<file path="config.mk">
export PLATFORM = sky130hd
export DESIGN_NAME = eia_ext_alu
export DESIGN_NICKNAME = d
export VERILOG_FILES = /design/src/eia_pkg.sv /design/src/eia_ext_alu.sv
export VERILOG_INCLUDE_DIRS = /design/src /design/src/src
export SDC_FILE = /design/constraint.sdc
export NUM_CORES = 1
export LEC_CHECK = 0
export ABC_AREA = 0
export BUFFER_PORTS_ARGS = -buffer_cell sky130_fd_sc_hd__buf_2
export CAP_MARGIN = 25
export CORE_MARGIN = 5
export CORE_UTILIZATION = 53
export CTS_CLUSTER_DIAMETER = 150
export CTS_CLUSTER_SIZE = 28
export DETAILED_ROUTE_END_ITERATION = 10
export GPL_TIMING_DRIVEN = 0
export PLACE_DENSITY = 0.78
export SLEW_MARGIN = 20
export SYNTH_ARGS = -nofsm -noshare
export SYNTH_HDL_FRONTEND = slang
export SYNTH_SLANG_ARGS = --single-unit
</file>
<file path="constraint.sdc">
create_clock -name clk -period 2.8 [get_ports clk]
set_input_delay 0.28 -clock clk [delete_from_list [all_inputs] [get_ports clk]]
set_output_delay 0.28 -clock clk [all_outputs]
set_load 0.01 [all_outputs]
</file>
<file path="src/eia_defines.svh">
// Functional notes
// - Operand address reaches every data memory section
// - Add with carry, five arithmetic flags
// - Plain add, same five arithmetic flags
// - AND to register or memory, zero only
// - OR to register or memory, zero only
// - Clear byte or bit, no flags
// - Invert operand, zero flag only
// - Add six per nibble above nine
// - Adjust constant added, result into memory
// - Decimal adjust touches carry only
// - Decrement operand, zero flag only
// - Increment operand, zero flag only
// - Move either direction, flags untouched
// - Rotate left, bit seven wraps
// - Rotate left through carry
// - Rotate right, bit zero wraps
// - Rotate right through carry
// - Subtract operand and inverted carry
// - Borrow clears carry, six flags updated
`ifndef EIA_DEFINES_SVH
`define EIA_DEFINES_SVH

// Data path width and default linear address width
`define EIA_DATA_W 8
`define EIA_ADDR_W_DEF 12
`define EIA_BIT_W 3

// Constants of the data path
`define EIA_ZERO_BYTE 8'h00
`define EIA_ONE_BYTE 8'h01
`define EIA_MSB 7
`define EIA_LSB 0
`define EIA_NIB_HI 7:4
`define EIA_NIB_LO 3:0
`define EIA_BCD_LIMIT 4'h9
`define EIA_ADJ_NONE 8'h00
`define EIA_ADJ_LO 8'h06
`define EIA_ADJ_HI 8'h60

// Reset values
`define EIA_ACC_RST 8'h00
`define EIA_FLAG_RST 1'b0

`endif

</file>
<file path="src/eia_pkg.sv">
package eia_pkg;

    // Instruction selector of the extended group
    typedef enum logic [4:0] {
        ext_add_with_carry,
        ext_add_with_carry_to_mem,
        ext_add,
        ext_add_to_mem,
        ext_and,
        ext_and_to_mem,
        ext_or,
        ext_or_to_mem,
        ext_clear,
        ext_clear_bit,
        ext_invert,
        ext_invert_to_reg,
        ext_decimal_adjust,
        ext_decrement,
        ext_decrement_to_reg,
        ext_increment,
        ext_increment_to_reg,
        ext_move,
        ext_move_to_mem,
        ext_rotate_left,
        ext_rotate_left_to_reg,
        ext_rotate_left_carry,
        ext_rotate_left_carry_to_reg,
        ext_rotate_right,
        ext_rotate_right_to_reg,
        ext_rotate_right_carry,
        ext_rotate_right_carry_to_reg,
        ext_subtract_borrow,
        ext_subtract_borrow_to_mem
    } eia_op_e;

    // Status flags
    typedef struct packed {
        logic twos_complement_range_flag;
        logic zero_flag;
        logic half_carry_flag;
        logic carry_flag;
        logic signed_carry_flag;
        logic carry_zero_flag;
    } eia_flags_s;

    // One instruction request
    typedef struct packed {
        eia_op_e op;
        logic [2:0] bit_sel;
    } eia_req_s;

    // Adder result with its flags
    typedef struct packed {
        logic [7:0] sum;
        eia_flags_s flags;
    } eia_sum_s;

endpackage

</file>
<file path="src/eia_ext_alu.sv">
`timescale 1ns/1ps
`include "eia_defines.svh"

module eia_ext_alu #(
    parameter int ADDR_W = `EIA_ADDR_W_DEF
) (
    input wire logic clk,
    input wire logic rstn,
    // Instruction request
    input wire logic start,
    input wire eia_pkg::eia_req_s req,
    input wire logic [ADDR_W-1:0] req_addr,
    output logic ready,
    output logic done,
    // Data memory port, one cycle read latency
    output logic mem_rd_en,
    output logic [ADDR_W-1:0] mem_addr,
    input wire logic [7:0] mem_rdata,
    output logic mem_wr_en,
    output logic [7:0] mem_wdata,
    // Load of register and flags by the rest of the core
    input wire logic state_load,
    input wire logic [7:0] state_load_acc,
    input wire eia_pkg::eia_flags_s state_load_flags,
    // Architectural state
    output logic [7:0] working_register,
    output eia_pkg::eia_flags_s status
);
    import eia_pkg::*;

    // Sequencer states
    typedef enum logic [1:0] {
        eia_idle,
        eia_read,
        eia_exec,
        eia_done
    } eia_state_e;

    // Refuse widths the memory map cannot use
    if (ADDR_W < 1 || ADDR_W > 16) begin : g_addr_chk
        $error("eia_ext_alu: ADDR_W out of range");
    end

    // Byte adder shared by add, add with carry and subtract
    function automatic eia_sum_s add8(
        input logic [7:0] a,
        input logic [7:0] b,
        input logic cin,
        input eia_flags_s old
    );
        logic [8:0] full;
        logic [4:0] low;
        logic c7;
        eia_sum_s r;
        full = {1'b0, a} + {1'b0, b} + {8'h00, cin};
        low = {1'b0, a[`EIA_NIB_LO]} + {1'b0, b[`EIA_NIB_LO]}
            + {4'h0, cin};
        c7 = a[`EIA_MSB] ^ b[`EIA_MSB] ^ full[`EIA_MSB];
        r.sum = full[7:0];
        r.flags = old;
        r.flags.carry_flag = full[8];
        r.flags.half_carry_flag = low[4];
        r.flags.twos_complement_range_flag = c7 ^ full[8];
        r.flags.zero_flag = (full[7:0] == `EIA_ZERO_BYTE);
        r.flags.signed_carry_flag = c7 ^ full[8] ^ full[`EIA_MSB];
        return r;
    endfunction

    // Zero test used by every logic and count result
    function automatic logic is_zero(input logic [7:0] v);
        return v == `EIA_ZERO_BYTE;
    endfunction

    // Shift toward bit seven, fill bit enters at bit zero
    function automatic logic [7:0] rot_left(input logic [7:0] v,
        input logic fill);
        return {v[`EIA_MSB-1:`EIA_LSB], fill};
    endfunction

    // Shift toward bit zero, fill bit enters at bit seven
    function automatic logic [7:0] rot_right(input logic [7:0] v,
        input logic fill);
        return {fill, v[`EIA_MSB:`EIA_LSB+1]};
    endfunction

    // Sequencer and latched request
    eia_state_e state_reg;
    eia_op_e op_reg;
    logic [2:0] bit_reg;

    // Combinational results of the execute cycle
    logic [7:0] res;
    logic to_mem;
    logic to_reg;
    eia_flags_s flags_next;
    eia_sum_s ar;
    logic [7:0] adj;
    logic [8:0] daa_sum;
    logic lo_fix;
    logic hi_fix;

    // Request accepted only while idle
    assign ready = (state_reg == eia_idle);

    // Sequencer: idle, read operand, execute, done
    always_ff @(posedge clk or negedge rstn) begin
        if (!rstn) begin
            state_reg <= eia_idle;
        end else begin
            case (state_reg)
                eia_idle: begin
                    // Wait for a request
                    if (start) begin
                        state_reg <= eia_read;
                    end
                end
                eia_read: begin
                    // Read strobe high this cycle, operand valid in the next
                    state_reg <= eia_exec;
                end
                eia_exec: begin
                    // Operand captured and result written
                    state_reg <= eia_done;
                end
                eia_done: begin
                    // Done pulse stands for this cycle
                    state_reg <= eia_idle;
                end
                default: begin
                    state_reg <= eia_idle;
                end
            endcase
        end
    end

    // Request capture: operation and bit position
    always_ff @(posedge clk or negedge rstn) begin
        if (!rstn) begin
            op_reg <= ext_move;
            bit_reg <= '0;
        end else if (start && ready) begin
            op_reg <= req.op;
            bit_reg <= req.bit_sel;
        end
    end

    // Memory read strobe and address, from flops
    always_ff @(posedge clk or negedge rstn) begin
        if (!rstn) begin
            mem_rd_en <= 1'b0;
            mem_addr <= '0;
        end else begin
            mem_rd_en <= start && ready;
            if (start && ready) begin
                mem_addr <= req_addr;
            end
        end
    end

    // Decimal adjust correction terms
    always_comb begin
        lo_fix = (working_register[`EIA_NIB_LO] > `EIA_BCD_LIMIT)
            || status.half_carry_flag;
        hi_fix = (working_register[`EIA_NIB_HI] > `EIA_BCD_LIMIT)
            || status.carry_flag;
        adj = (lo_fix ? `EIA_ADJ_LO : `EIA_ADJ_NONE)
            | (hi_fix ? `EIA_ADJ_HI : `EIA_ADJ_NONE);
        daa_sum = {1'b0, working_register} + {1'b0, adj};
    end

    // Result, destination and flag selection
    always_comb begin
        res = mem_rdata;
        to_mem = 1'b0;
        to_reg = 1'b0;
        flags_next = status;
        ar = add8(working_register, mem_rdata, 1'b0, status);
        case (op_reg)
            ext_add_with_carry, ext_add_with_carry_to_mem: begin
                // Accumulator plus operand plus carry
                ar = add8(working_register, mem_rdata,
                    status.carry_flag, status);
                res = ar.sum;
                flags_next = ar.flags;
                to_mem = (op_reg == ext_add_with_carry_to_mem);
                to_reg = !to_mem;
            end
            ext_add, ext_add_to_mem: begin
                // No carry in
                ar = add8(working_register, mem_rdata,
                    1'b0, status);
                res = ar.sum;
                flags_next = ar.flags;
                to_mem = (op_reg == ext_add_to_mem);
                to_reg = !to_mem;
            end
            ext_subtract_borrow, ext_subtract_borrow_to_mem: begin
                // Acc + ~m + c equals acc - m - ~c
                ar = add8(working_register, ~mem_rdata,
                    status.carry_flag, status);
                res = ar.sum;
                flags_next = ar.flags;
                flags_next.carry_zero_flag =
                    ar.flags.zero_flag && status.zero_flag;
                to_mem = (op_reg == ext_subtract_borrow_to_mem);
                to_reg = !to_mem;
            end
            ext_and, ext_and_to_mem: begin
                // Bitwise product, zero flag follows
                res = working_register & mem_rdata;
                flags_next.zero_flag = is_zero(res);
                to_mem = (op_reg == ext_and_to_mem);
                to_reg = !to_mem;
            end
            ext_or, ext_or_to_mem: begin
                // Bitwise sum, zero flag follows
                res = working_register | mem_rdata;
                flags_next.zero_flag = is_zero(res);
                to_mem = (op_reg == ext_or_to_mem);
                to_reg = !to_mem;
            end
            ext_clear: begin
                // Whole byte to zero, flags kept
                res = `EIA_ZERO_BYTE;
                to_mem = 1'b1;
            end
            ext_clear_bit: begin
                // Only the chosen bit drops
                res = mem_rdata & ~(`EIA_ONE_BYTE << bit_reg);
                to_mem = 1'b1;
            end
            ext_invert, ext_invert_to_reg: begin
                // Ones complement of the operand
                res = ~mem_rdata;
                flags_next.zero_flag = is_zero(res);
                to_reg = (op_reg == ext_invert_to_reg);
                to_mem = !to_reg;
            end
            ext_decimal_adjust: begin
                // Adjusted accumulator goes to memory
                res = daa_sum[7:0];
                flags_next.carry_flag = status.carry_flag
                    || hi_fix || daa_sum[8];
                to_mem = 1'b1;
            end
            ext_decrement, ext_decrement_to_reg: begin
                // Count down, wraps from zero
                res = mem_rdata - `EIA_ONE_BYTE;
                flags_next.zero_flag = is_zero(res);
                to_reg = (op_reg == ext_decrement_to_reg);
                to_mem = !to_reg;
            end
            ext_increment, ext_increment_to_reg: begin
                // Count up, wraps from all ones
                res = mem_rdata + `EIA_ONE_BYTE;
                flags_next.zero_flag = is_zero(res);
                to_reg = (op_reg == ext_increment_to_reg);
                to_mem = !to_reg;
            end
            ext_move: begin
                // Memory into register, flags untouched
                res = mem_rdata;
                to_reg = 1'b1;
            end
            ext_move_to_mem: begin
                // Register into memory, flags untouched
                res = working_register;
                to_mem = 1'b1;
            end
            ext_rotate_left, ext_rotate_left_to_reg: begin
                // Plain rotate, bit seven wraps to bit zero
                res = rot_left(mem_rdata, mem_rdata[`EIA_MSB]);
                to_reg = (op_reg == ext_rotate_left_to_reg);
                to_mem = !to_reg;
            end
            ext_rotate_left_carry, ext_rotate_left_carry_to_reg: begin
                // Old carry in at the bottom, bit seven out
                res = rot_left(mem_rdata, status.carry_flag);
                flags_next.carry_flag = mem_rdata[`EIA_MSB];
                to_reg = (op_reg == ext_rotate_left_carry_to_reg);
                to_mem = !to_reg;
            end
            ext_rotate_right, ext_rotate_right_to_reg: begin
                // Plain rotate, bit zero wraps to bit seven
                res = rot_right(mem_rdata, mem_rdata[`EIA_LSB]);
                to_reg = (op_reg == ext_rotate_right_to_reg);
                to_mem = !to_reg;
            end
            ext_rotate_right_carry, ext_rotate_right_carry_to_reg: begin
                // Old carry in at the top, bit zero out
                res = rot_right(mem_rdata, status.carry_flag);
                flags_next.carry_flag = mem_rdata[`EIA_LSB];
                to_reg = (op_reg == ext_rotate_right_carry_to_reg);
                to_mem = !to_reg;
            end
            default: begin
                // Unknown selector: no effect
                res = mem_rdata;
            end
        endcase
    end

    // Memory write back, one pulse in the execute cycle edge
    always_ff @(posedge clk or negedge rstn) begin
        if (!rstn) begin
            mem_wr_en <= 1'b0;
            mem_wdata <= `EIA_ZERO_BYTE;
        end else begin
            mem_wr_en <= (state_reg == eia_exec) && to_mem;
            if ((state_reg == eia_exec) && to_mem) begin
                mem_wdata <= res;
            end
        end
    end

    // Working register: core load or instruction result
    always_ff @(posedge clk or negedge rstn) begin
        if (!rstn) begin
            working_register <= `EIA_ACC_RST;
        end else if ((state_reg == eia_exec) && to_reg) begin
            working_register <= res;
        end else if (state_load && ready) begin
            working_register <= state_load_acc;
        end
    end

    // Status flags: only listed flags change
    always_ff @(posedge clk or negedge rstn) begin
        if (!rstn) begin
            status <= '{default: `EIA_FLAG_RST};
        end else if (state_reg == eia_exec) begin
            status <= flags_next;
        end else if (state_load && ready) begin
            status <= state_load_flags;
        end
    end

    // Completion pulse
    always_ff @(posedge clk or negedge rstn) begin
        if (!rstn) begin
            done <= 1'b0;
        end else begin
            done <= (state_reg == eia_exec);
        end
    end

endmodule

</file>
======== Yosys cells after proc, flatten, opt, wreduce, memory -nomap -nowiden ========
Cells that the tools add are included.
operators by class
  $add $sub $neg .......................... 11
  magnitude comparators ................... 2
  equal/unequal tests ..................... 38
  shift-type cells ........................ 1
  mux-type cells .......................... 16
  bitwise operators ....................... 17
  reduce and logical (&&, ||, !) cells .... 50
operators by type and width
  operator                                             count
  case mux 8 bit (16 select lines)                     1
  equality test 5 bit, second input constant           13
  zero test 8 bit                                      8
  equality test 5 x 4 -> 1 bit, second input constant  8
  case mux 1 bit (13 select lines)                     2
  OR reduction 2 bit                                   12
  equality test 5 x 3 -> 1 bit, second input constant  4
  adder 8 x 8 -> 9 bit                                 2
  adder 9 x 1 -> 9 bit                                 2
  AND 8 bit                                            2
  2-to-1 mux 8 bit                                     2
  NOT 8 bit                                            2
  zero test 1 bit                                      12
  2-to-1 mux 6 bit                                     2
  XOR 1 bit                                            11
  adder 4 x 4 -> 5 bit                                 2
  adder 5 x 1 -> 5 bit                                 2
  equality test 5 x 2 -> 1 bit, second input constant  2
  adder 8 x 7 -> 9 bit                                 1
  != test 9 x 1 -> 1 bit, second input constant        1
  adder 8 x 1 -> 8 bit, second input constant          1
  > comparator 4 bit, second input constant            2
  bitwise OR 8 bit                                     1
  case mux 1 bit (8 select lines)                      1
  other kinds (25)                                     39
storage, ports and cells
  register bits ........................... 47
  bits of input ports ..................... 46
  output and inout bits ................... 38

======== Logic depth before layout (Yosys ltp) ========
Gate-level depths: netlist of the first run.
  depth after elaboration ................. 8
  gate-level depth with buffers ........... 12
  mapped depth without buffers ............ 12

======== Worst setup path after synthesis of the first run ========
Ideal clock, no wire load.
  kind .................................... register to register
  start point ............................. register working_register[0]
  end point ............................... register working_register[6]
  arrival ................................. 2.871 ns
  path slack .............................. -0.135 ns
  cell stages (with the launch flop) ...... 11
  path through ............................ dfrtp_1 ha_1 inv_1 fa_1 nand2b_1 a211oi_1 o21ai_0 a32o_2 or4_1 a31oi_1 o21a_1
between the ends
  word-level cells in the longest chain between the ends .. 7
  elaborated cells between the ends (all ways) .. 11
  classes of those cells .................. add/sub (5); order compare (1); mux (3); bitwise (1); reduce/logical (1)
ends and longest elaborated chain
  item                                  RTL line            RTL
  start, declared                       eia_ext_alu.sv:26   output logic [7:0] working_register,
  start signal, assigned                eia_ext_alu.sv:319  working_register <= `EIA_ACC_RST;
  start signal, assigned                eia_ext_alu.sv:321  working_register <= res;
  start signal, assigned                eia_ext_alu.sv:323  working_register <= state_load_acc;
  > comparator 4 bit (no source line)   n/a
  logical OR 1 bit                      eia_ext_alu.sv:162  lo_fix = (working_register[`EIA_NIB_LO] > `EIA_BCD_LIMIT)
  2-to-1 mux 3 bit (no source line)     n/a
  bitwise OR 3 x 7 -> 7 bit             eia_ext_alu.sv:166  adj = (lo_fix ? `EIA_ADJ_LO : `EIA_ADJ_NONE)
  adder 8 x 7 -> 9 bit                  eia_ext_alu.sv:168  daa_sum = {1'b0, working_register} + {1'b0, adj};
  case mux 8 bit (16 select lines) (*)  eia_ext_alu.sv:178  case (op_reg)
  2-to-1 mux 8 bit (*)                  eia_ext_alu.sv:320  end else if ((state_reg == eia_exec) && to_reg) begin
Mark *: on every way between the ends. The rest lies on a longest branch, timed or not.
A chain may end at the register's enable or synchronous reset.

======== Worst setup path after layout of the first run ========
  start point ............................. register working_register[3]
  end point ............................... register mem_wdata[5]
between the ends
  word-level cells in the longest chain between the ends .. 6
  elaborated cells between the ends (all ways) .. 10
  classes of those cells .................. add/sub (5); order compare (1); mux (2); bitwise (1); reduce/logical (1)
ends and longest elaborated chain
  item                                  RTL line            RTL
  > comparator 4 bit (no source line)   n/a
  logical OR 1 bit                      eia_ext_alu.sv:162
  2-to-1 mux 3 bit (no source line)     n/a
  bitwise OR 3 x 7 -> 7 bit             eia_ext_alu.sv:166
  adder 8 x 7 -> 9 bit                  eia_ext_alu.sv:168
  case mux 8 bit (16 select lines) (*)  eia_ext_alu.sv:178
  end signal, assigned                  eia_ext_alu.sv:307  mem_wdata <= `EIA_ZERO_BYTE;
  end signal, assigned                  eia_ext_alu.sv:311  mem_wdata <= res;
  end, declared                         eia_ext_alu.sv:20   output logic [7:0] mem_wdata,
Marks and branches as above.

==> flow_metrics.tcl, run 1 <==
set metrics [dict create \
    regMostFlops "mem_addr" \
    pin_count 84 \
    crit_fanout 3 \
    die_h_microns 110 \
    startpoint_type "flip-flop" \
    routed_wl_microns 21400 \
    top_regs "mem_addr: 12 flops, mem_wdata: 8 flops, working_register: 8 flops" \
    grt_pass1_wl_microns 31300 \
    holdWs_ns -0.0309 \
    ir_worst_vdd_v 0.000799 \
    synth_edf_count 0 \
    crit_chain "o21ai_1, nand2b_1, ha_2, inv_2, fa_2, or3_4, xnor2_2, a221o_1, nor4b_4, o221ai_2, o22ai_4, o21ai_1" \
    core_area_sq_um 9730 \
    synth_top_area_frac 0.214 \
    crit_type "flip-flop to flip-flop" \
    slew_violations 0 \
    final.period_utilization 1.12 \
    path_clk_slew_ns 0.08 \
    ys_warn_count 0 \
    power_mw 9.49 \
    htreeDepth 2 \
    worst_pin_slew_ns 0.903 \
    setup_violations 10 \
    syn_area_sq_um 5260 \
    die_x_microns 110 \
    synth_seq_cells 47 \
    synth-async-reset-ratio 1.00 \
    dr.first_iter.drc_count 710 \
    grt_use_total 0.345 \
    place_ws_ns -1.02 \
    finalNetCount 880 \
    largest_register_ffs 12 \
    drive_gt1_frac 0.377 \
    slew_headroom 0.397 \
    worstSkewPairLatency_ns 0.30 \
    vias 6157 \
    dpl_cell_area_sq_um 5850 \
    yosysMostFrequentCell "nand2_1" \
    avgSynthCellArea_sq_um 8.09 \
    clock-sinks 47 \
    drc 0 \
    clock.fmax_mhz 319 \
    synth_top_cell_by_area "dfrtp_1" \
    violations "negative hold slack, negative setup slack" \
    slowest_delay_ns 0.45 \
    power.density_nw_per_um2 1370 \
    ant_nets 0 \
    crit_path_top_delay_cell "dfrtp_2" \
    numCtsBuffers 5 \
    maxCapViolations 0 \
    grt-ovfl-total 0 \
    die_area_sq_um 12000 \
    synth_commonest_cells "nand2_1, dfrtp_1, o21ai_0, nor2_1, a21oi_1" \
    outcome "finished, violations left" \
    syn_to_final_growth_pct 31.8 \
    layout_setup_ws_ns -0.340 \
    finClkSkew_ns 0.00334 \
    rows 36 \
    cp.arrival_ns 3.32 \
    ys.flop_type "dfrtp_1" \
    yosysSeqAreaShare 0.224 \
    period_minus_slack_ns 3.14 \
    grt_antenna_before_repair 1 \
    syn_inst 650 \
    diodes 0 \
    final_util 0.712 \
    grt_pass1_vias 5719 \
    crit_path_end_kind "flip-flop" \
    first_pass_iters 5 \
    gp_congestion 1.05 \
    hpwlAfterDp_microns 15200 \
    grt_max_degree 48 \
    post_drt_wl_per_cell_microns 23.1 \
    min_path_type "input port to async pin" \
    start_util 0.540 \
    hold_viol_final 45 \
    rsz0062_at_grt "yes" \
    cp.required_ns 2.98 \
    yosys-top-cells-area "dfrtp_1, ha_1, mux2_2, o21ai_0, nand2_1" \
    cts_tree "yes" \
    p_leak_nw 2.98 \
    synth_fp_nets 735 \
    port_buffers 83 \
    cts_hold_buf 0 \
    cts_buffer_depth 2 \
    synth_cell_types 88 \
    viasPerCell 6.63 \
    cts-root-buf "clkbuf_8" \
    crit_top_cell "o21ai_1" \
    postLayoutCellArea_sq_um 6930 \
]
==> path summary, 6_finish.rpt <==
path                                                  from                         endpoint  slack, ns  cells after the start
setup / recovery           working_register[3]$_DFFE_PN0P_         mem_wdata[5]$_DFFE_PN0P_      -0.34                     12
hold / removal                                        rstn         mem_wdata[3]$_DFFE_PN0P_      -0.03                      1
setup reg to reg           working_register[3]$_DFFE_PN0P_         mem_wdata[5]$_DFFE_PN0P_      -0.34                     12
hold reg to reg                   mem_wdata[3]$_DFFE_PN0P_         mem_wdata[3]$_DFFE_PN0P_       0.49                      2
max in group asynchronous                             rstn  working_register[4]$_DFFE_PN0P_       2.42                      1
min in group clk                                    req[1]           bit_reg[1]$_DFFE_PN0P_       0.18                      3
==> metrics by stage <==
stage               instances  TNS [ns]
floorplan                 650         0
global placement          866    -12.37
detailed placement        867    -12.32
CTS                       898    -0.807
global route              928     -2.03
finish                    928    -0.988
==> cell usage in the layout (no fill, tap or decap), types with 9 or more instances in the layout <==
cell type  instances
a21oi_1           35
buf_2             96
buf_4             58
clkbuf_1          12
dfrtp_1           37
ha_1              27
inv_1             30
mux2_2            24
nand2_1           52
nand2b_1          10
nand3_1           18
nand4_1            9
nor2_1            40
nor2b_1            9
o21ai_0           35
o22ai_1           10
or3_1             10
xnor2_1           14
==> logic make-up after synthesis <==
| group | Yosys count | synth area share |
|---|---|---|
| adders and majority gates | 39 | 0.0985 |
| buffers and inverters | 78 | 0.0607 |
| DFF | 47 | 0.224 |
| muxes | 32 | 0.0669 |
| and+or+nand+nor | 218 | 0.221 |
| xor gates and xnor gates | 28 | 0.0495 |
| AOI/OAI and AO/OA | 208 | 0.279 |
==> metal layers <==
metal | up-vias | wire length, microns | GRT usage
met2 | 423 | 9370 | 0.514
li1 | 2721 | - | -
met4 | 2 | 1140 | 0.193
met3 | 80 | 2450 | 0.0693
met5 | - | 12 | 0
met1 | 2931 | 8440 | 0.467
==> worst max-delay path, delay by kind of cell (launching register included) <==
kind,cells,cell delay (ns)
simple gates,3,0.89
compound gates,5,0.94
fa+ha+maj,2,0.54
buf+inv,1,0.04
flops,1,0.45
xor+xnor,1,0.15
==> report_power, final <==
| part | switching [mW] | internal, mW | total [mW] |
|---|---|---|---|
| Clock | 0.214 | 0.194 | 0.408 |
| Combinational | 4.44 | 3.24 | 7.68 |
| Sequential | 0.356 | 1.04 | 1.40 |
==> area by class of cell <==
cell class	instances	area, sq um
Fill cell	800	2800
Timing Repair Buffer	142	886
Buffer	35	189
Inverter	39	154
Clock buffer	6	82.6
Tap cell	133	166
Multi-Input combinational cell	525	4260
Sequential cell	47	1190
Clock inverter	1	5.00
==> repair_timing <==
item | 4_1_cts | 5_1_grt
pin swaps | 20 | 33
gates resized for setup | 61 | 72
setup buffers | 26 | 33
endpoints found under the setup margin | 20 | 19
(Power assumes the default switching activity.)
==> run 2, diff against run 1 <==
--- a/config.mk
+++ b/config.mk
@@ -9,7 +9,6 @@
 export ABC_AREA = 0
 export BUFFER_PORTS_ARGS = -buffer_cell sky130_fd_sc_hd__buf_2
 export CAP_MARGIN = 25
-export CORE_MARGIN = 5
 export CORE_UTILIZATION = 53
 export CTS_CLUSTER_DIAMETER = 150
 export CTS_CLUSTER_SIZE = 28
==> run 2 against run 1 <==
Net effect: the flow still finishes with violations (negative hold slack, negative setup slack); power grew 4.9%; highest routed layer is now met4; sequential share of layout area down 0.058 points; critical path type unchanged; wire length rose by 1.5%; global-route usage increased by 6.6 points; maximum frequency increased by 3.3%.
==> flow_metrics.tcl, run 2 (synthesis results as in run 1) <==
set metrics [dict create \
    place_ws_ns -0.943 \
    p_sw_mw 5.20 \
    min_path_type "input port to async pin" \
    routed_wl_microns 21700 \
    layout_setup_ws_ns -0.238 \
    p_comb_frac 0.802 \
    drc 0 \
    post_drt_wl_per_cell_microns 23.6 \
    grt_use_total 0.411 \
    maxCapViolations 0 \
    fill_cells 707 \
    hold_viol_final 45 \
    timing.rr.start "working_register[3]$_DFFE_PN0P_" \
    vias 6264 \
    layout.cells.non_filler 919 \
    rrSetupSlack_ns -0.24 \
    cp.arrival_ns 3.24 \
    grt_max_degree 48 \
    final_common_cell "buf_2" \
    grt_antenna_before_repair 0 \
    tns_ns -2.07 \
    largest_register_ffs 12 \
    finalNetCount 874 \
    grt_pass1_vias 5957 \
    crit_path_end "status[2]$_DFFE_PN0P_" \
    hpwlAfterDp_microns 15000 \
    viasPerCell 6.82 \
    worst_pin_slew_ns 0.895 \
    worstSkewPairLatency_ns 0.31 \
    numCtsBuffers 5 \
    cts_tree "yes" \
    swShare 0.522 \
    first_pass_iters 5 \
    finClkSkew_ns 0.00988 \
    seq_power_share 0.139 \
    rsz0062_at_grt "yes" \
    crit_start "working_register[3]$_DFFE_PN0P_" \
    cp.required_ns 3.00 \
    final_util 0.737 \
    startpoint_type "flip-flop" \
    cts_hold_buf 0 \
    gp_congestion 0.991 \
    final_cell_mix "buf_2, nand2_1, buf_4, nor2_1, dfrtp_1" \
    violations "negative hold slack, negative setup slack" \
    setup_violations 15 \
    clock.fmax_mhz 329 \
    die_x_microns 102 \
    core_area_sq_um 9420 \
    start_util 0.558 \
    crit_fanout 7 \
    crit_path_end_kind "flip-flop" \
    p_leak_nw 2.98 \
    outcome "finished, violations left" \
    power.density_nw_per_um2 1430 \
    cts_buffer_depth 2 \
    period_minus_slack_ns 3.04 \
    top_regs "mem_addr: 12 flops, mem_wdata: 8 flops, working_register: 8 flops" \
    dr.first_iter.drc_count 551 \
    numPlacedInstances 862 \
    rows 35 \
    final.period_utilization 1.09 \
    cts-root-buf "clkbuf_8" \
    holdWs_ns -0.0318 \
    path_clk_slew_ns 0.09 \
    die_area_sq_um 10300 \
    grt_pass1_wl_microns 31700 \
    r2r_cells 10 \
    port_buffers 83 \
    grt-ovfl-total 0 \
    pin_count 84 \
    rr_endpoint "status[2]$_DFFE_PN0P_" \
    clockPowerShare 0.059 \
    slew_violations 0 \
    htreeDepth 2 \
    die_h_microns 102 \
    clock-sinks 47 \
    crit_type "flip-flop to flip-flop" \
    drive_gt1_frac 0.366 \
    regMostFlops "mem_addr" \
    diodes 0 \
    slew_headroom 0.399 \
    ir_worst_vdd_v 0.000920 \
    p_int_mw 4.76 \
    syn_to_final_growth_pct 32.0 \
    ant_nets 0 \
]
## run 2: critical path, stage by stage (launching register included)
cell and delay, ns:
dfrtp_2 0.44, buf_4 0.19, ha_1 0.36, nor4_2 0.48, o21ai_1 0.23, a221oi_4 0.40, nor2b_4 0.08, nand4_1 0.17
xnor2_2 0.15, o211ai_1 0.16, a41o_1 0.27
## run 2: layout make-up
class	count	area, sq um	share of cell area
clock buffer	6	72.6	0.0105
inverter	39	154	0.0222
timing repair buffer	134	835	0.120
sequential	47	1190	0.171
buffer	37	191	0.0276
tap	129	161	0.0233
clock inverter	2	60.1	0.00866
multi-input combinational	525	4280	0.617
## run 2: stage by stage
step                      power, mW  instance area [sq um]
after floorplan                5.34                   5260
after CTS                      8.80                   6570
after global placement         7.00                   5840
final                          9.95                   6940
after detailed placement       7.11                   5840
after global routing           10.4                   6940
## run 2: routing by layer
metal / track usage / vias to the layer above / wire length [microns]
met4: 0.200 / 0 / 1170
met2: 0.656 / 503 / 9630
li1: - / 2705 / -
met5: 0 / - / 0
met1: 0.534 / 2942 / 8540
met3: 0.0759 / 114 / 2390
## run 2: worst min-delay path by stage
stage	cells after the start	start	endpoint
3_3_place_gp	1	mem_wdata[6]$_DFFE_PN0P_	mem_wdata[6]$_DFFE_PN0P_
5_1_grt	1	rstn	mem_wdata[7]$_DFFE_PN0P_
3_5_place_dp	2	mem_wdata[5]$_DFFE_PN0P_	mem_wdata[5]$_DFFE_PN0P_
2_1_floorplan	0	rstn	bit_reg[0]$_DFFE_PN0P_
6_report	1	rstn	mem_wdata[7]$_DFFE_PN0P_
4_1_cts	1	rstn	mem_wdata[7]$_DFFE_PN0P_
## run 2: power by group through the flow
stage          Sequential (mW)  Clock [mW]  Combinational, mW
3_5_place_dp              1.42           0               5.69
2_1_floorplan             1.42           0               3.93
5_1_grt                   1.41       0.612               8.38
4_1_cts                   1.35       0.594               6.86
6_report                  1.38       0.585               7.98
3_3_place_gp              1.39           0               5.61
## run 2: timing repair
action | CTS | global route
pin swaps | 31 | 45
setup buffers | 31 | 21
setup endpoints to repair | 20 | 20
gates resized for setup | 76 | 53
==> run 3, diff against run 2 <==
--- a/config.mk
+++ b/config.mk
@@ -14,7 +14,7 @@
 export CTS_CLUSTER_SIZE = 28
 export DETAILED_ROUTE_END_ITERATION = 10
 export GPL_TIMING_DRIVEN = 0
-export PLACE_DENSITY = 0.78
+export PLACE_DENSITY = 0.79
 export SLEW_MARGIN = 20
 export SYNTH_ARGS = -nofsm -noshare
 export SYNTH_HDL_FRONTEND = slang
==> run 3 against run 2 <==
Net effect: power decreased by 3.5%; sequential cell count unchanged; clock skew decreased by 0.0036 ns; non-clock buffer count decreased by 9; largest power group unchanged; the flow still finishes with violations (negative hold slack, negative setup slack).
==> flow_metrics.tcl, run 3 (synthesis results as in run 1) <==
set metrics [dict create \
    final_cell_mix "buf_2, nand2_1, dfrtp_1, nor2_1, buf_4" \
    ant_nets 0 \
    maxCapViolations 0 \
    crit_path_end_kind "flip-flop" \
    finClkSkew_ns 0.00626 \
    slowest_delay_ns 0.43 \
    cts_buffer_depth 2 \
    viasPerCell 6.68 \
    routed_wl_microns 21100 \
    final_common_cell "buf_2" \
    p_int_mw 4.48 \
    gp_congestion 1.05 \
    grt_use_total 0.409 \
    final.period_utilization 1.05 \
    crit_fanout 2 \
    top_regs "mem_addr: 12 flops, mem_wdata: 8 flops, working_register: 8 flops" \
    setup_violations 9 \
    numPlacedInstances 862 \
    worstSkewPairLatency_ns 0.30 \
    p_comb_frac 0.816 \
    period_minus_slack_ns 2.95 \
    hold_viol_final 45 \
    cts_hold_buf 0 \
    path_clk_slew_ns 0.08 \
    clock.fmax_mhz 339 \
    cts-root-buf "clkbuf_8" \
    grt_pass1_vias 5741 \
    violations "negative hold slack, negative setup slack" \
    p_sw_mw 5.13 \
    rows 35 \
    outcome "finished, violations left" \
    largest_register_ffs 12 \
    layout.cells.non_filler 910 \
    ir_worst_vdd_v 0.000832 \
    dr.first_iter.drc_count 592 \
    pin_count 84 \
    grt_antenna_before_repair 0 \
    crit_chain "o21ai_2, nand2b_4, ha_4, inv_2, fa_2, or3_4, xnor2_2, a221o_1, nor4b_4, o221ai_2, o22ai_2, o21ai_1" \
    swShare 0.534 \
    first_pass_iters 5 \
    seq_power_share 0.142 \
    min_path_type "input port to async pin" \
    cts_tree "yes" \
    slew_headroom 0.314 \
    clockPowerShare 0.042 \
    cp.required_ns 2.97 \
    core_area_sq_um 9420 \
    crit_start "working_register[3]$_DFFE_PN0P_" \
    startpoint_type "flip-flop" \
    diodes 0 \
    post_drt_wl_per_cell_microns 23.1 \
    grt-ovfl-total 0 \
    port_buffers 83 \
    crit_type "flip-flop to flip-flop" \
    finalNetCount 865 \
    regMostFlops "mem_addr" \
    rsz0062_at_grt "yes" \
    p_leak_nw 2.93 \
    grt_max_degree 48 \
    power.density_nw_per_um2 1390 \
    start_util 0.558 \
    grt_pass1_wl_microns 31700 \
    power_mw 9.61 \
    layout_setup_ws_ns -0.152 \
    worst-path-buf-inv 1 \
    timing.rr.start "working_register[3]$_DFFE_PN0P_" \
    clock-sinks 47 \
    worst_pin_slew_ns 1.02 \
    die_area_sq_um 10300 \
    holdWs_ns -0.0323 \
    drive_gt1_frac 0.382 \
    die_h_microns 102 \
    numCtsBuffers 5 \
    drc 0 \
    slew_violations 0 \
    syn_to_final_growth_pct 31.7 \
    htreeDepth 2 \
    hpwlAfterDp_microns 15000 \
    cp_top_family "compound AO/OA/AOI/OAI gates" \
    die_x_microns 102 \
    vias 6076 \
    cp.arrival_ns 3.13 \
    crit_path_top_delay_cell "or3_4" \
]
## run 3: cell count changes in the layout (fill, tap and decap cells not counted), moves of 3 or more
| cell | delta |
|---|---|
| nor4_2 | -3 |
| buf_8 | +3 |
| ha_4 | +3 |
| ha_1 | -6 |
| ha_2 | +3 |
| buf_4 | -8 |
## run 3: per-stage QoR
step / instance area, sq um / util / setup TNS (ns) / worst slack [ns] / hold slack [ns]
floorplan: 5260 / - / 0 / 0.00887 / -0.0156
global placement: 5840 / 0.620 / -11.50 / -1.01 / 0.462
detailed placement: 5840 / 0.621 / -12.13 / -1.06 / 0.465
CTS: 6510 / 0.692 / -0.629 / -0.159 / 0.176
global route: 6920 / 0.735 / -1.28 / -0.224 / 0.0208
finish: 6920 / 0.735 / -0.771 / -0.152 / -0.0323
## run 3: layout make-up
| class | count | area [sq um] |
|---|---|---|
| multi-input cells | 525 | 4340 |
| fillers | 732 | 2490 |
| clock inverters | 1 | 5.00 |
| inverters | 39 | 155 |
| well taps | 129 | 161 |
| clock buffers | 7 | 76.3 |
| plain buffers | 34 | 189 |
| repair buffers | 128 | 806 |
| flip-flops and latches | 47 | 1190 |
## run 3: per-layer routing
metal	routed length, microns	global-route usage	part of all wire
met1	8510	0.553	0.40
met2	9300	0.630	0.44
met3	2260	0.0732	0.11
met4	983	0.203	0.047
met5	0	0	0
## run 3: worst paths after layout
check / end / slack [ns] / cells past startpoint
worst max-delay path: mem_wdata[5]$_DFFE_PN0P_ / -0.15 / 12
worst min-delay path: state_reg[0]$_DFFE_PN0P_ / -0.03 / 1
worst max register to register: mem_wdata[5]$_DFFE_PN0P_ / -0.15 / 12
worst min register to register: mem_wdata[6]$_DFFE_PN0P_ / 0.48 / 1
max in group asynchronous: working_register[2]$_DFFE_PN0P_ / 2.39 / 1
min in group clk: bit_reg[2]$_DFFE_PN0P_ / 0.18 / 3
## run 3: timing repair
action	CTS	global route
setup buffers	32	13
gates resized for setup	78	74
endpoints found under the setup margin	20	19
pin swaps	28	40
## run 3: power by group through the flow
stage          registers, mW  clock network (mW)  logic (mW)
2_1_floorplan           1.42                   0        3.93
3_3_place_gp            1.39                   0        5.59
3_5_place_dp            1.41                   0        5.69
4_1_cts                 1.33               0.407        6.79
5_1_grt                 1.39               0.428        8.22
6_report                1.36               0.403        7.84
